File: src/tp_pkg.sv
package tp_pkg;
	// register byte addresses
	localparam logic [11:0] TP_OFS_CTRL = 12'h02C;
	localparam logic [11:0] TP_OFS_MODE0 = 12'h030;
	localparam logic [11:0] TP_OFS_MODE1 = 12'h034;
	localparam logic [11:0] TP_OFS_CMP0 = 12'h038;
	localparam logic [11:0] TP_OFS_CMP1 = 12'h03C;
	localparam logic [11:0] TP_OFS_COUNT = 12'h040;
	localparam logic [11:0] TP_OFS_STAT = 12'h044;
	localparam logic [11:0] TP_OFS_PGATE = 12'hF74;

	// timer_pair_control fields
	localparam int TP_CTRL_FIRST_RUN = 0;
	localparam int TP_CTRL_SECOND_RUN = 1;
	localparam int TP_CTRL_CASCADE = 2;
	localparam int TP_CTRL_COMBINE = 3;
	localparam logic [3:0] TP_CTRL_RST = 4'h0;

	// per-timer mode register fields
	localparam int TP_MODE_OP_LSB = 0;
	localparam int TP_MODE_EXT = 2;
	localparam int TP_MODE_CK_LSB = 3;
	localparam logic [5:0] TP_MODE_RST = 6'h00;
	localparam logic [7:0] TP_CMP_RST = 8'hFF;

	// power_gate_register fields
	localparam int TP_PGATE_EN = 4;
	localparam logic TP_PGATE_RST = 1'b0;

	// clock select codes usable on the low-frequency clock
	localparam logic [2:0] TP_CK_FS16 = 3'h0;
	localparam logic [2:0] TP_CK_FS8 = 3'h1;
	localparam logic [2:0] TP_CK_FS4 = 3'h7;

	// divider exponents of the gear clock per select code
	localparam int TP_GEAR_W = 11;
	localparam int TP_GEAR_EXP [0:7] = '{11, 10, 8, 6, 4, 2, 1, 0};
	localparam int TP_FS_W = 4;

	typedef enum logic [1:0] {
		TP_OP_TIMER,
		TP_OP_TIMER_ALT,
		TP_OP_PWM,
		TP_OP_PPG
	} tp_op_e;
endpackage

File: src/tp_src_if.sv
`timescale 1ns/100ps
interface tp_src_if;
	logic [7:0] gear_tick;
	logic [2:0] fs_tick;
	logic fs_ok;
	logic [1:0] ext_fall;
	modport pre(output gear_tick, output fs_tick, output fs_ok);
	modport edg(output ext_fall);
	modport core(input gear_tick, input fs_tick, input fs_ok,
		input ext_fall);
endinterface

File: src/tp_prescale.sv
`timescale 1ns/100ps
module tp_prescale
	import tp_pkg::*;
(
	input wire logic clk_sys,
	input wire logic nrst,
	input wire logic gate_en,
	input wire logic fs_clk_pin,
	input wire logic fs_running,
	tp_src_if.pre src
);
	logic [TP_GEAR_W-1:0] gear_q;
	logic [TP_FS_W-1:0] fs_cnt_q;
	logic fs_m_q, fs_s_q, fs_d_q, ok_m_q, ok_s_q;
	logic fs_rise;

	function automatic logic [TP_GEAR_W-1:0] low_mask(input int e);
		logic [TP_GEAR_W:0] m;
		m = (TP_GEAR_W+1)'((1 << e) - 1);
		return m[TP_GEAR_W-1:0];
	endfunction

	// gear divider stops with the gate so nothing ticks while cut
	always_ff @(posedge clk_sys or negedge nrst) begin
		if (!nrst)
			gear_q <= '0;
		else if (!gate_en)
			gear_q <= '0;
		else
			gear_q <= gear_q + 1'b1;
	end

	// low-frequency clock and its run flag come in asynchronously
	always_ff @(posedge clk_sys or negedge nrst) begin
		if (!nrst) begin
			{fs_m_q, fs_s_q, fs_d_q} <= 3'h0;
			{ok_m_q, ok_s_q} <= 2'h0;
		end else begin
			{fs_m_q, fs_s_q, fs_d_q} <= {fs_clk_pin, fs_m_q, fs_s_q};
			{ok_m_q, ok_s_q} <= {fs_running, ok_m_q};
		end
	end
	assign fs_rise = fs_s_q & ~fs_d_q;

	always_ff @(posedge clk_sys or negedge nrst) begin
		if (!nrst)
			fs_cnt_q <= '0;
		else if (!gate_en)
			fs_cnt_q <= '0;
		else if (fs_rise)
			fs_cnt_q <= fs_cnt_q + 1'b1;
	end

	// one-cycle ticks for each gear division code
	always_comb begin
		for (int k = 0; k < 8; k++)
			src.gear_tick[k] = gate_en &&
				((gear_q & low_mask(TP_GEAR_EXP[k])) ==
				low_mask(TP_GEAR_EXP[k]));
	end

	// a stalled low-frequency oscillator yields no ticks at all
	assign src.fs_ok = ok_s_q;
	assign src.fs_tick[0] = gate_en & ok_s_q & fs_rise & (&fs_cnt_q[1:0]);
	assign src.fs_tick[1] = gate_en & ok_s_q & fs_rise & (&fs_cnt_q[2:0]);
	assign src.fs_tick[2] = gate_en & ok_s_q & fs_rise & (&fs_cnt_q);
endmodule

File: src/tp_edge.sv
`timescale 1ns/100ps
module tp_edge
	import tp_pkg::*;
(
	input wire logic clk_sys,
	input wire logic nrst,
	input wire logic [1:0] event_pin,
	tp_src_if.edg src
);
	logic [1:0] meta_q, sync_q, last_q;

	// two stages before anyone looks, third stage only for the edge
	always_ff @(posedge clk_sys or negedge nrst) begin
		if (!nrst) begin
			meta_q <= 2'h3;
			sync_q <= 2'h3;
			last_q <= 2'h3;
		end else begin
			meta_q <= event_pin;
			sync_q <= meta_q;
			last_q <= sync_q;
		end
	end

	// falling edges count as events
	assign src.ext_fall = last_q & ~sync_q;
endmodule

File: src/tp_timer_pair.sv
// Contract
// - run bit 0 stops and clears; 1 starts
// - cascade bit joins timers into 16 bits
// - no combine: each timer drives own pins
// - combine: second pins carry AND of both
// - combine: first pins held high
// - stop mode clears both run bits
// - control register upper four bits read zero
// - combine and cascade locked while running
// - starting both may also set them
// - clock select codes map to dividers
// - modes use only their legal sources
// - cascade takes second timer's clock select
// - stalled low-frequency clock gives no ticks
// - low-speed mode allows codes 000,001,111 only
// - cascade takes event from first pin
// - power gate off cuts timer clock
// - eight operating modes, four per width; only timer counting is modelled
// - external select counts pin falling edges
// - cascade ignores first run bit
//
// Local design decision: the APB slave port.
`timescale 1ns/100ps
module tp_timer_pair
	import tp_pkg::*;
(
	input wire logic clk_sys,
	input wire logic nrst,
	input wire logic psel,
	input wire logic penable,
	input wire logic pwrite,
	input wire logic [11:0] paddr,
	input wire logic [31:0] pwdata,
	output logic [31:0] prdata,
	output logic pready,
	output logic pslverr,
	input wire logic first_event_pin,
	input wire logic second_event_pin,
	input wire logic fs_clk_pin,
	input wire logic fs_running,
	input wire logic low_speed_mode,
	input wire logic fs_div_select,
	input wire logic stop_mode_enter,
	output logic first_pulse_out,
	output logic first_pattern_out,
	output logic second_pulse_out,
	output logic second_pattern_out
);
	tp_src_if src();

	logic [1:0] run_q;
	logic cas_q, comb_q, pgate_q;
	logic [5:0] mode0_q, mode1_q;
	logic [7:0] cmp0_q, cmp1_q, cnt0_q, cnt1_q;
	logic t0_q, t1_q, out0_q, out1_q;
	logic [31:0] prdata_q;
	logic wr, rd_setup, tick0, tick1, act0, act_cas, act1;
	logic [15:0] next16;

	function automatic logic addr_ok(input logic [11:0] a);
		if (a == TP_OFS_CTRL || a == TP_OFS_MODE0 || a == TP_OFS_MODE1)
			return 1'b1;
		else if (a == TP_OFS_CMP0 || a == TP_OFS_CMP1)
			return 1'b1;
		else if (a == TP_OFS_COUNT || a == TP_OFS_STAT)
			return 1'b1;
		else if (a == TP_OFS_PGATE)
			return 1'b1;
		else
			return 1'b0;
	endfunction

	// match clears to zero, otherwise count up
	function automatic logic [15:0] count_next(input logic [15:0] c,
		input logic [15:0] m);
		return (c == m) ? 16'h0000 : c + 16'h0001;
	endfunction

	// source tick for one timer from its mode field
	function automatic logic pick_tick(input logic [5:0] mode,
		input logic fall, input logic slow, input logic fs_sel,
		input logic [7:0] gt, input logic [2:0] ft);
		logic [2:0] ck;
		logic t;
		ck = mode[TP_MODE_CK_LSB+:3];
		t = 1'b0;
		if (mode[TP_MODE_EXT])
			t = fall;
		else if (slow) begin
			// low-speed: only three codes have a clock
			if (ck == TP_CK_FS16)
				t = ft[2];
			else if (ck == TP_CK_FS8)
				t = ft[1];
			else if (ck == TP_CK_FS4)
				t = ft[0];
			else
				t = 1'b0;
		end else if (fs_sel && ck == TP_CK_FS16)
			t = ft[2];
		else if (fs_sel && ck == TP_CK_FS8)
			t = ft[1];
		else
			t = gt[ck];
		return t;
	endfunction

	tp_prescale u_pre (
		.clk_sys(clk_sys),
		.nrst(nrst),
		.gate_en(pgate_q),
		.fs_clk_pin(fs_clk_pin),
		.fs_running(fs_running),
		.src(src)
	);

	tp_edge u_edge (
		.clk_sys(clk_sys),
		.nrst(nrst),
		.event_pin({second_event_pin, first_event_pin}),
		.src(src)
	);

	// zero-wait slave: access phase always completes at once
	assign wr = psel & penable & pwrite;
	assign rd_setup = psel & ~penable & ~pwrite;
	assign pready = 1'b1;
	assign pslverr = psel & penable & ~addr_ok(paddr);
	assign prdata = prdata_q;

	// control register; stop mode outranks a same-cycle write
	always_ff @(posedge clk_sys or negedge nrst) begin
		if (!nrst) begin
			run_q <= TP_CTRL_RST[1:0];
			cas_q <= TP_CTRL_RST[TP_CTRL_CASCADE];
			comb_q <= TP_CTRL_RST[TP_CTRL_COMBINE];
		end else if (stop_mode_enter) begin
			run_q <= 2'h0;
		end else if (wr && paddr == TP_OFS_CTRL) begin
			run_q <= {pwdata[TP_CTRL_SECOND_RUN],
				pwdata[TP_CTRL_FIRST_RUN]};
			// old run state decides, so a start may carry them
			if (run_q == 2'h0) begin
				cas_q <= pwdata[TP_CTRL_CASCADE];
				comb_q <= pwdata[TP_CTRL_COMBINE];
			end
		end
	end

	// mode, compare and gate registers
	always_ff @(posedge clk_sys or negedge nrst) begin
		if (!nrst) begin
			mode0_q <= TP_MODE_RST;
			mode1_q <= TP_MODE_RST;
			cmp0_q <= TP_CMP_RST;
			cmp1_q <= TP_CMP_RST;
			pgate_q <= TP_PGATE_RST;
		end else if (wr) begin
			// mode changes would corrupt a running count
			if (paddr == TP_OFS_MODE0 && run_q == 2'h0)
				mode0_q <= pwdata[5:0];
			else if (paddr == TP_OFS_MODE1 && run_q == 2'h0)
				mode1_q <= pwdata[5:0];
			else if (paddr == TP_OFS_CMP0)
				cmp0_q <= pwdata[7:0];
			else if (paddr == TP_OFS_CMP1)
				cmp1_q <= pwdata[7:0];
			else if (paddr == TP_OFS_PGATE)
				pgate_q <= pwdata[TP_PGATE_EN];
		end
	end

	// read data is latched in the setup phase
	always_ff @(posedge clk_sys or negedge nrst) begin
		if (!nrst)
			prdata_q <= 32'h0000_0000;
		else if (rd_setup) begin
			if (paddr == TP_OFS_CTRL)
				prdata_q <= {28'h0, comb_q, cas_q, run_q};
			else if (paddr == TP_OFS_MODE0)
				prdata_q <= {26'h0, mode0_q};
			else if (paddr == TP_OFS_MODE1)
				prdata_q <= {26'h0, mode1_q};
			else if (paddr == TP_OFS_CMP0)
				prdata_q <= {24'h0, cmp0_q};
			else if (paddr == TP_OFS_CMP1)
				prdata_q <= {24'h0, cmp1_q};
			else if (paddr == TP_OFS_COUNT)
				prdata_q <= {16'h0, cnt1_q, cnt0_q};
			else if (paddr == TP_OFS_STAT)
				prdata_q <= {26'h0, low_speed_mode, src.fs_ok,
					t1_q, t0_q, act1 | act_cas, act0};
			else if (paddr == TP_OFS_PGATE)
				prdata_q <= {27'h0, pgate_q, 4'h0};
			else
				prdata_q <= 32'h0000_0000;
		end
	end

	// who runs: cascade follows only the second run bit
	assign act0 = run_q[0] & ~cas_q;
	assign act1 = run_q[1] & ~cas_q;
	assign act_cas = run_q[1] & cas_q;

	// gate low means no tick reaches either counter
	assign tick0 = pgate_q & pick_tick(mode0_q, src.ext_fall[0],
		low_speed_mode, fs_div_select, src.gear_tick, src.fs_tick);
	// cascade: second clock select, first event pin
	assign tick1 = pgate_q & pick_tick(mode1_q,
		cas_q ? src.ext_fall[0] : src.ext_fall[1],
		low_speed_mode, fs_div_select, src.gear_tick, src.fs_tick);
	assign next16 = count_next({cnt1_q, cnt0_q}, {cmp1_q, cmp0_q});

	// counters and their output flip-flops; only timer-style counting
	// is modelled, the mode field is kept for software
	always_ff @(posedge clk_sys or negedge nrst) begin
		if (!nrst) begin
			cnt0_q <= 8'h00;
			cnt1_q <= 8'h00;
			t0_q <= 1'b0;
			t1_q <= 1'b0;
		end else if (cas_q) begin
			if (!act_cas) begin
				cnt0_q <= 8'h00;
				cnt1_q <= 8'h00;
			end else if (tick1) begin
				{cnt1_q, cnt0_q} <= next16;
				if ({cnt1_q, cnt0_q} == {cmp1_q, cmp0_q})
					t1_q <= ~t1_q;
			end
		end else begin
			if (!act0)
				cnt0_q <= 8'h00;
			else if (tick0) begin
				cnt0_q <= 8'(count_next({8'h00, cnt0_q},
					{8'h00, cmp0_q}));
				if (cnt0_q == cmp0_q)
					t0_q <= ~t0_q;
			end
			if (!act1)
				cnt1_q <= 8'h00;
			else if (tick1) begin
				cnt1_q <= 8'(count_next({8'h00, cnt1_q},
					{8'h00, cmp1_q}));
				if (cnt1_q == cmp1_q)
					t1_q <= ~t1_q;
			end
		end
	end

	// pin routing, registered so the pins never glitch
	always_ff @(posedge clk_sys or negedge nrst) begin
		if (!nrst) begin
			out0_q <= 1'b0;
			out1_q <= 1'b0;
		end else if (comb_q) begin
			out0_q <= 1'b1;
			out1_q <= t0_q & t1_q;
		end else begin
			out0_q <= t0_q;
			out1_q <= t1_q;
		end
	end
	assign first_pulse_out = out0_q;
	assign first_pattern_out = out0_q;
	assign second_pulse_out = out1_q;
	assign second_pattern_out = out1_q;
endmodule

File: config.mk
export PLATFORM = sky130hd
export DESIGN_NAME = tp_timer_pair
export DESIGN_NICKNAME = d
export VERILOG_FILES = /design/src/tp_pkg.sv /design/src/tp_src_if.sv /design/src/tp_prescale.sv /design/src/tp_edge.sv /design/src/tp_timer_pair.sv
export SDC_FILE = /design/constraint.sdc
export NUM_CORES = 1
export LEC_CHECK = 0
export BUFFER_PORTS_ARGS = -buffer_cell sky130_fd_sc_hd__buf_4
export CAP_MARGIN = 0
export CORE_MARGIN = 4
export CORE_UTILIZATION = 55
export DETAILED_ROUTE_END_ITERATION = 6
export PLACE_DENSITY = 0.79
export SETUP_SLACK_MARGIN = 0.3
export SYNTH_ARGS = -nofsm -noshare
export SYNTH_HDL_FRONTEND = slang
export SYNTH_SLANG_ARGS = --single-unit
File: constraint.sdc
create_clock -name clk_sys -period 6.05 [get_ports clk_sys]
set_clock_uncertainty 0.2 [all_clocks]
set_input_delay 0.605 -clock clk_sys [delete_from_list [all_inputs] [get_ports clk_sys]]
set_output_delay 0.605 -clock clk_sys [all_outputs]
set_load 0.03 [all_outputs]
Yosys cells after proc, flatten, opt, wreduce, memory -nomap -nowiden
Index checks and enable logic that the tools add are counted.

cells by class
  reductions and logical operators = 37
  equality and inequality tests = 27
  muxes and demuxes = 58
  $add $sub $neg = 5
  order comparisons = 2
  bitwise operators = 32

operators by type and width
  operator                                              number
  two-way mux 16 bit                                    7
  two-way mux 8 bit                                     12
  equality test 12 x 6 -> 1 bit, second input constant  5
  two-way mux 1 bit                                     30
  equality test 12 x 7 -> 1 bit, second input constant  2
  AND 1 bit                                             17
  adder 16 x 1 -> 16 bit, second input constant         1
  adder 8 x 1 -> 8 bit, second input constant           2
  equality test 16 bit                                  1
  equality test 8 bit                                   2
  logical AND 1 bit                                     14
  equality test 12 bit, second input constant           1
  inverter 1 bit                                        12
  AND reduction 4 bit                                   3
  adder 11 x 1 -> 11 bit, second input constant         1
  equality test 11 bit, second input constant           1
  two-way mux 11 bit                                    1
  equality test 10 bit, second input constant           1
  AND reduction 5 bit                                   2
  != test 3 bit, second input constant                  3
  AND reduction 3 bit                                   3
  equality test 8 bit, second input constant            1
  < comparator 3 x 4 -> 1 bit, second input constant    2
  two-way mux 4 bit                                     2
  20 further kinds                                      35

word-level totals
  word-level logic and storage cells = 186
  flip-flop bits (word level) = 111

Logic depth before layout (Yosys ltp)
Gate-level depths: netlist of run 1.

  depth in word-level cells = 13
  mapped depth = 10
  depth with buffers taken out = 9

Cells and area by module
From an unflattened synthesis of run 1, not the netlist that was laid out.

second synthesis, totals
  cell total of the unflattened synthesis = 539
  area total of the unflattened synthesis = 5,476.5 µm²

modules (own cells, without submodules)
  module         times used  sequential area each (µm²)  cells each  area each (µm²)
  tp_timer_pair  1           1,746.7                     443         4,376.7
  tp_prescale    1           500.5                       88          914.6
  tp_edge        1           157.7                       8           185.2

Least setup slack after synthesis of run 1
Ideal clock, no wire load.

  path type = input -> output
  from = input paddr[5]
  to = output pslverr
  cell stages on the path = 6
  path buffers = 1
  data arrival time = 2.288 ns
  setup slack = 2.957 ns
  cell sequence = nor3b_1 > nand4_1 > or2_2 > clkbuf_1 > nand2_1 > nor4_1

between the ends
  longest elaborated chain between the ends = 7

ends and longest elaborated chain
  what                                                                   line                                      source
  from (decl)                                                            tp_timer_pair.sv:32                       input wire logic [11:0] paddr,
  equality test 12 bit or equality test 12 x 7 -> 1 bit (tied branches)  tp_timer_pair.sv:67, tp_timer_pair.sv:65
  two-way mux 1 bit or logical OR 1 bit (tied branches)                  tp_timer_pair.sv:67, tp_timer_pair.sv:65
  two-way mux 1 bit                                                      tp_timer_pair.sv:65                       else if (a == TP_OFS_COUNT || a == TP_OFS_STAT)
  two-way mux 1 bit                                                      tp_timer_pair.sv:63                       else if (a == TP_OFS_CMP0 || a == TP_OFS_CMP1)
  two-way mux 1 bit (*)                                                  tp_timer_pair.sv:61                       if (a == TP_OFS_CTRL || a == TP_OFS_MODE0 || a == TP_OFS_MODE1)
  inverter 1 bit (*)                                                     tp_timer_pair.sv:128                      assign pslverr = psel & penable & ~addr_ok(paddr);
  AND 1 bit (*)                                                          tp_timer_pair.sv:128
  to (decl)                                                              tp_timer_pair.sv:36                       output logic pslverr,

Mark *: on every way between the ends. The rest lies on a longest branch, timed or not.

Final worst setup path of run 1
  from = input paddr[8]
  to = output pslverr

The elaborated chain is that of the path after synthesis.

==> impl_metrics.toml, run 1 <==
[pwr]
swShare_pct = 23.5
p_comb_share_pct = 5.4
power_mw = 1.17
power.switching_uw = 275
ir_drop_mv = 0.105
p_leak_nw = 2.63
p_int_uw = 896
powerDensity_mw_per_mm2 = 202
seqPwrFrac_pct = 54.9
pwr-share-clk_pct = 39.7

[drt]
wirelength_um = 12000
vias = 4163
drt_iter0_markers = 339
first_pass_iters = 5
viasPerCell = 6.12
remaining_drc_errors = 0
drtAntennaViolNets = 0
wl_per_cell_um = 17.6

[placed_design]
place_ws_ps = 2500
port_buffers = 52
dp_hpwl_um = 8750
placed_cells = 663
gp_congestion = 0.942

[clock_network]
cts-resized-gates = 0
h-tree-depth = 3
cts_tree = "yes"
clk_pin_slew_ps = 100
cts_root_buffer = "clkbuf_8"
hold_buffers = 1
cts_buffers = 9
post-cts-setup-buffers = 0
clock-sinks = 95
clkLatencyLatePin_ps = 360
clockBufferDepth = 2

[yosys]
syn-cell-area_mm2 = 0.00518
yosys_warnings = 0
yosysTopAreaCellShare_pct = 35.2
ys_types = 64
ys_top_cells_by_area = "dfrtp_1 35%, dfstp_2 11%, mux2_2 7.2%"
synth-edff-count = 0
ys_top_cells_by_count = "73 x dfrtp_1, 56 x nand2_1, 33 x mux2_2"
synthArstFlopShare_pct = 100
yosys.cell_count.top_type = "dfrtp_1"
syn_area_per_cell_um2 = 9.95
synthesis.instances = 521
ys_seq_area_share_pct = 46.4
yosys.area.top_type = "dfrtp_1"
ys_seq_elements = 95
synth_flop_cell = "dfrtp_1"

[critical_path]
critPathKind = "in2out"
cp-start-kind = "input port"
critPathCaptureType = "primary output"
cp_data_arrival_time_ps = 2810
cp.required_ps = 5240
critPathMaxFanout = 17

[die]
io_pins = 94
coreArea_mm2 = 0.00920
start_util_pct = 56.4
rows = 35
dieWidth_um = 105
die_area_mm2 = 0.0110
die_h_um = 105

[sta]
tns_ps = 0
fin_crit_sh_pct = 59.8
finalSetupViolations = 0
hold_violations = 0
period_minus_slack_ps = 3620
grt_setup_unrepaired = "false"
worst_slack_ps = 2430
worst_pin_slew_ps = 1240
finalMaxSlewViolations = 0
relSlewSlack_pct = 16.9
timing.fmax_ghz = 0.276

[outcome]
status = "finished, final reports clean"

[grt]
grt_pass1_vias = 4082
grt.total_usage_pct = 22.4
grt_pass1_wl_um = 20000
overflow = 0
grt_max_degree = 94
antenna_found_initial = 0

[layout]
syn_to_final_growth_pct = 11.6
drive_gt1_share_pct = 25.3
insertedDiodeCount = 0
nets = 625
instances_no_fill = 680

[run]
drv_cap = 0

[hold_path]
hold_class = "in2reg"
sequential cells by signal, indices dropped and copies added (netlist names), 2 cells and up:
| signal | cells |
|---|---|
| mode1_q | 6 |
| u_edge.sync_q | 2 |
| mode0_q | 6 |
| u_pre.fs_cnt_q | 4 |
| prdata | 16 |
| cmp1_q | 8 |
| u_pre.gear_q | 11 |
| cnt0_q | 8 |
| run_q | 2 |
| u_edge.meta_q | 2 |
| cnt1_q | 8 |
| u_edge.last_q | 2 |
| cmp0_q | 8 |
kinds of logic after synthesis:
group	count (synthesis)	share of synthesized area (%)
AOI/OAI and AO/OA	120	15.8
xor gates and xnor gates	28	4.73
adders and majority gates	5	1.21
buffers and inverters	43	4.73
DFF	95	46.4
muxes	37	7.94
other	2	0.145
and+or+nand+nor	191	19.0
worst max-delay path, cell delays in order:
cell	delay (ps)
buf_4	120
nor4_2	450
nand4b_1	190
nor2_1	960
or4_1	220
nor4_1	60
buf_4	210
final timing paths:
kind | slack [ps] | cells past startpoint | to | startpoint
max in group asynchronous | 4010 | 3 | cnt0_q[0] | nrst
max reg2reg | 2710 | 7 | cnt1_q[7] | pgate_q
min reg2reg | 160 | 0 | u_pre.fs_s_q | u_pre.fs_m_q
min in group asynchronous | 360 | 2 | prdata[13] | nrst
max | 2430 | 7 | pslverr | paddr[8]
min | 140 | 1 | u_edge.meta_q[1] | second_event_pin
layout by cell type, fill, tap and decap left out, types with 6 or more instances in the layout:
cell type,Yosys,layout
or2_2,8,8
dfstp_2,22,22
nor2_1,32,32
a21oi_1,23,23
buf_4,19,53
nand3_1,13,13
nand2b_1,9,9
xnor2_1,8,8
mux2_2,33,33
dfrtp_1,73,73
o22ai_1,9,9
o21ai_0,31,31
conb_1,2,17
nand2_1,56,56
xor2_1,20,20
and3_1,9,9
inv_1,6,6
nand4_1,6,6
a211oi_1,10,10
nor3_1,8,8
nor4_1,6,6
clkbuf_8,0,9
nor2b_1,9,9
and2_1,14,14
per-stage QoR:
step | instance area (um2) | util, % | hold WS, ps
detailed placement | 5560 | 60.4 | 138
global placement | 5560 | 60.4 | 134
global route | 5790 | 62.9 | 121
CTS | 5790 | 62.9 | 124
finish | 5790 | 62.9 | 142
floorplan | 5240 | - | 109
power groups by stage:
stage / sequential [mW] / combinational [mW] / clock (mW)
6_report: 0.643 / 0.0632 / 0.465
5_1_grt: 0.643 / 0.0696 / 0.498
4_1_cts: 0.643 / 0.0635 / 0.470
3_5_place_dp: 0.655 / 0.0628 / 0
3_3_place_gp: 0.654 / 0.0615 / 0
2_1_floorplan: 0.654 / 0.0337 / 0
metal layers:
| metal | up-vias | GRT usage, % | part of all wire (%) |
|---|---|---|---|
| li1 | 1932 | - | - |
| met1 | 1981 | 31.3 | 43 |
| met2 | 223 | 34.5 | 47 |
| met3 | 27 | 4.69 | 8.4 |
| met4 | 0 | 8.43 | 2.1 |
| met5 | - | 0 | 0 |
area by class of cell:
cell class	instances	area (um2)
multi-input combinational	398	2590
inverter	6	22.5
clock inverter	6	92.6
timing repair buffer	54	408
fill	760	3410
clock buffer	10	128
tap	111	139
sequential	95	2400
Power figures use the tool's default switching activity.
==> inputs of run 2 (changes only) <==
Clock period 6.05 ns to 3.6 ns, I/O delays scaled along.
==> run 2 against run 1 <==
Effect of this change: clock-buffer cell count did not move; sequential cell count did not move; global-route usage up 0.65 points; largest cell class unchanged; hold slack lost 110 ps; critical path depth rose by 2; sequential power grew 68%; utilization rose by 0.61 points; critical endpoint is now cnt0_q[2]; design area increased by 0.97%; register-to-register slack lost 2100 ps.
==> impl_metrics.toml, run 2 (synthesis gave the netlist of run 1 again) <==
[grt]
grt_max_degree = 41
grt_pass1_vias = 4101
grt.total_usage_pct = 23.1
overflow = 0
grt_pass1_wl_um = 20500
antenna_found_initial = 0

[layout]
instances_no_fill = 690
syn_to_final_growth_pct = 12.7
nets = 635
final_cell_mix = "73 x dfrtp_1, 58 x buf_4, 56 x nand2_1, 33 x mux2_2, 32 x nor2_1"
largest_reg_flops = 16
nFillCells = 773
drive_gt1_share_pct = 25.9
final_common_cell = "dfrtp_1"
insertedDiodeCount = 0

[critical_path]
critPathKind = "reg2reg"
critPathMaxFanout = 10
cp.required_ps = 3650
critPathCaptureType = "flop"
cp_data_arrival_time_ps = 3060
cp-start-kind = "flop"
path_common_cell = "ha_1"
crit_path_max_incr_delay_ps = 490
path_cells = "ha_1, ha_1, inv_1, nor3_1, o311ai_0, o211ai_2, o22ai_4, or2_1, o21ai_1"
cp_slowest_cell = "o311ai_0"

[pwr]
powerDensity_mw_per_mm2 = 320
pwr-share-clk_pct = 36.3
p_leak_nw = 2.67
p_comb_share_pct = 6.0
seqPwrFrac_pct = 57.7
p_int_mw = 1.39
ir_drop_mv = 0.188
power_mw = 1.87
power.switching_uw = 478
swShare_pct = 25.5

[placed_design]
gp_congestion = 0.954
dp_hpwl_um = 8980
place_ws_ps = 436
port_buffers = 52
placed_cells = 668

[clock_network]
clkLatencyLatePin_ps = 370
clk_pin_slew_ps = 90
clockBufferDepth = 2
cts_buffers = 9
cts_root_buffer = "clkbuf_8"
cts_tree = "yes"
h-tree-depth = 3
clock-sinks = 95
post-cts-setup-buffers = 0

[die]
die_h_um = 105
dieWidth_um = 105
rows = 35
die_area_mm2 = 0.0110
coreArea_mm2 = 0.00920
io_pins = 94
start_util_pct = 56.4

[sta]
finalMaxSlewViolations = 0
worst_slack_ps = 588
tns_ps = 0
finalSetupViolations = 0
hold_violations = 0
worst_pin_slew_ps = 952
relSlewSlack_pct = 36.4
period_minus_slack_ps = 3010
grt_setup_unrepaired = "false"
timing.fmax_ghz = 0.332
fin_crit_sh_pct = 83.7

[drt]
drt_iter0_markers = 231
remaining_drc_errors = 0
viasPerCell = 6.04
first_pass_iters = 5
wl_per_cell_um = 17.5
vias = 4168
drtAntennaViolNets = 0
wirelength_um = 12000

[hold_path]
hold_class = "in2reg"

[outcome]
status = "finished, final reports clean"

[run]
drv_cap = 0
==> run 2: stage by stage <==
stage | cell area [um2] | utilization, % | hold WS (ps)
after floorplan | 5240 | - | -136
after global placement | 5590 | 60.8 | 132
after detailed placement | 5590 | 60.8 | 142
after CTS | 5840 | 63.5 | 19.8
after global routing | 5840 | 63.5 | 13.4
final | 5840 | 63.5 | 28.5
==> run 2: power by group through the flow <==
stage | combinational [mW] | clock, mW | sequential, mW
after CTS | 0.112 | 0.691 | 1.08
after detailed placement | 0.107 | 0 | 1.10
after global routing | 0.123 | 0.737 | 1.08
after global placement | 0.104 | 0 | 1.10
after floorplan | 0.0566 | 0 | 1.10
final | 0.112 | 0.680 | 1.08
==> run 2: critical path, delay by kind of cell, from the launching register on <==
kind / cells / cell delay (ps)
adder cells (fa/ha/maj): 2 / 470
AND/OR/NAND/NOR: 2 / 470
flip-flops: 1 / 420
AO/OA/AOI/OAI: 4 / 1230
buffers and inverters: 1 / 100
==> run 2: area by class of cell <==
| cell class | count | area [um2] | share of cell area (%) |
|---|---|---|---|
| Tap cell | 111 | 139 | 2.38 |
| Multi-Input combinational cell | 398 | 2590 | 44.4 |
| Timing Repair Buffer | 64 | 495 | 8.48 |
| Clock buffer | 10 | 138 | 2.36 |
| Inverter | 6 | 22.5 | 0.386 |
| Clock inverter | 6 | 51.3 | 0.878 |
| Sequential cell | 95 | 2400 | 41.2 |
==> run 2: worst paths after layout <==
check | startpoint | to | slack, ps | depth (start not counted)
max | u_pre.fs_cnt_q[0] | cnt0_q[2] | 590 | 9
min | pwdata[7] | cmp0_q[7] | 30 | 2
max reg2reg | u_pre.fs_cnt_q[0] | cnt0_q[2] | 590 | 9
min reg2reg | u_pre.ok_m_q | u_pre.src.fs_ok | 160 | 0
max in group asynchronous | nrst | u_edge.sync_q[1] | 2120 | 3
min in group asynchronous | nrst | cnt1_q[2] | 290 | 2
==> run 2: what timing repair did <==
item / in CTS / in global routing
endpoints found under the setup margin: 0 / 7
hold endpoints to repair: 28 / 0
resized for setup: 0 / 1
hold buffers: 6 / 0
==> run 2: per-layer routing <==
layer | vias up | routed length [um] | part of all wire, % | global-route usage [%]
li1 | 1946 | - | - | -
met1 | 2029 | 5300 | 44 | 31.5
met2 | 168 | 5600 | 47 | 37.0
met3 | 25 | 810 | 6.7 | 4.39
met4 | 0 | 331 | 2.7 | 7.87
met5 | - | 0 | 0 | 0
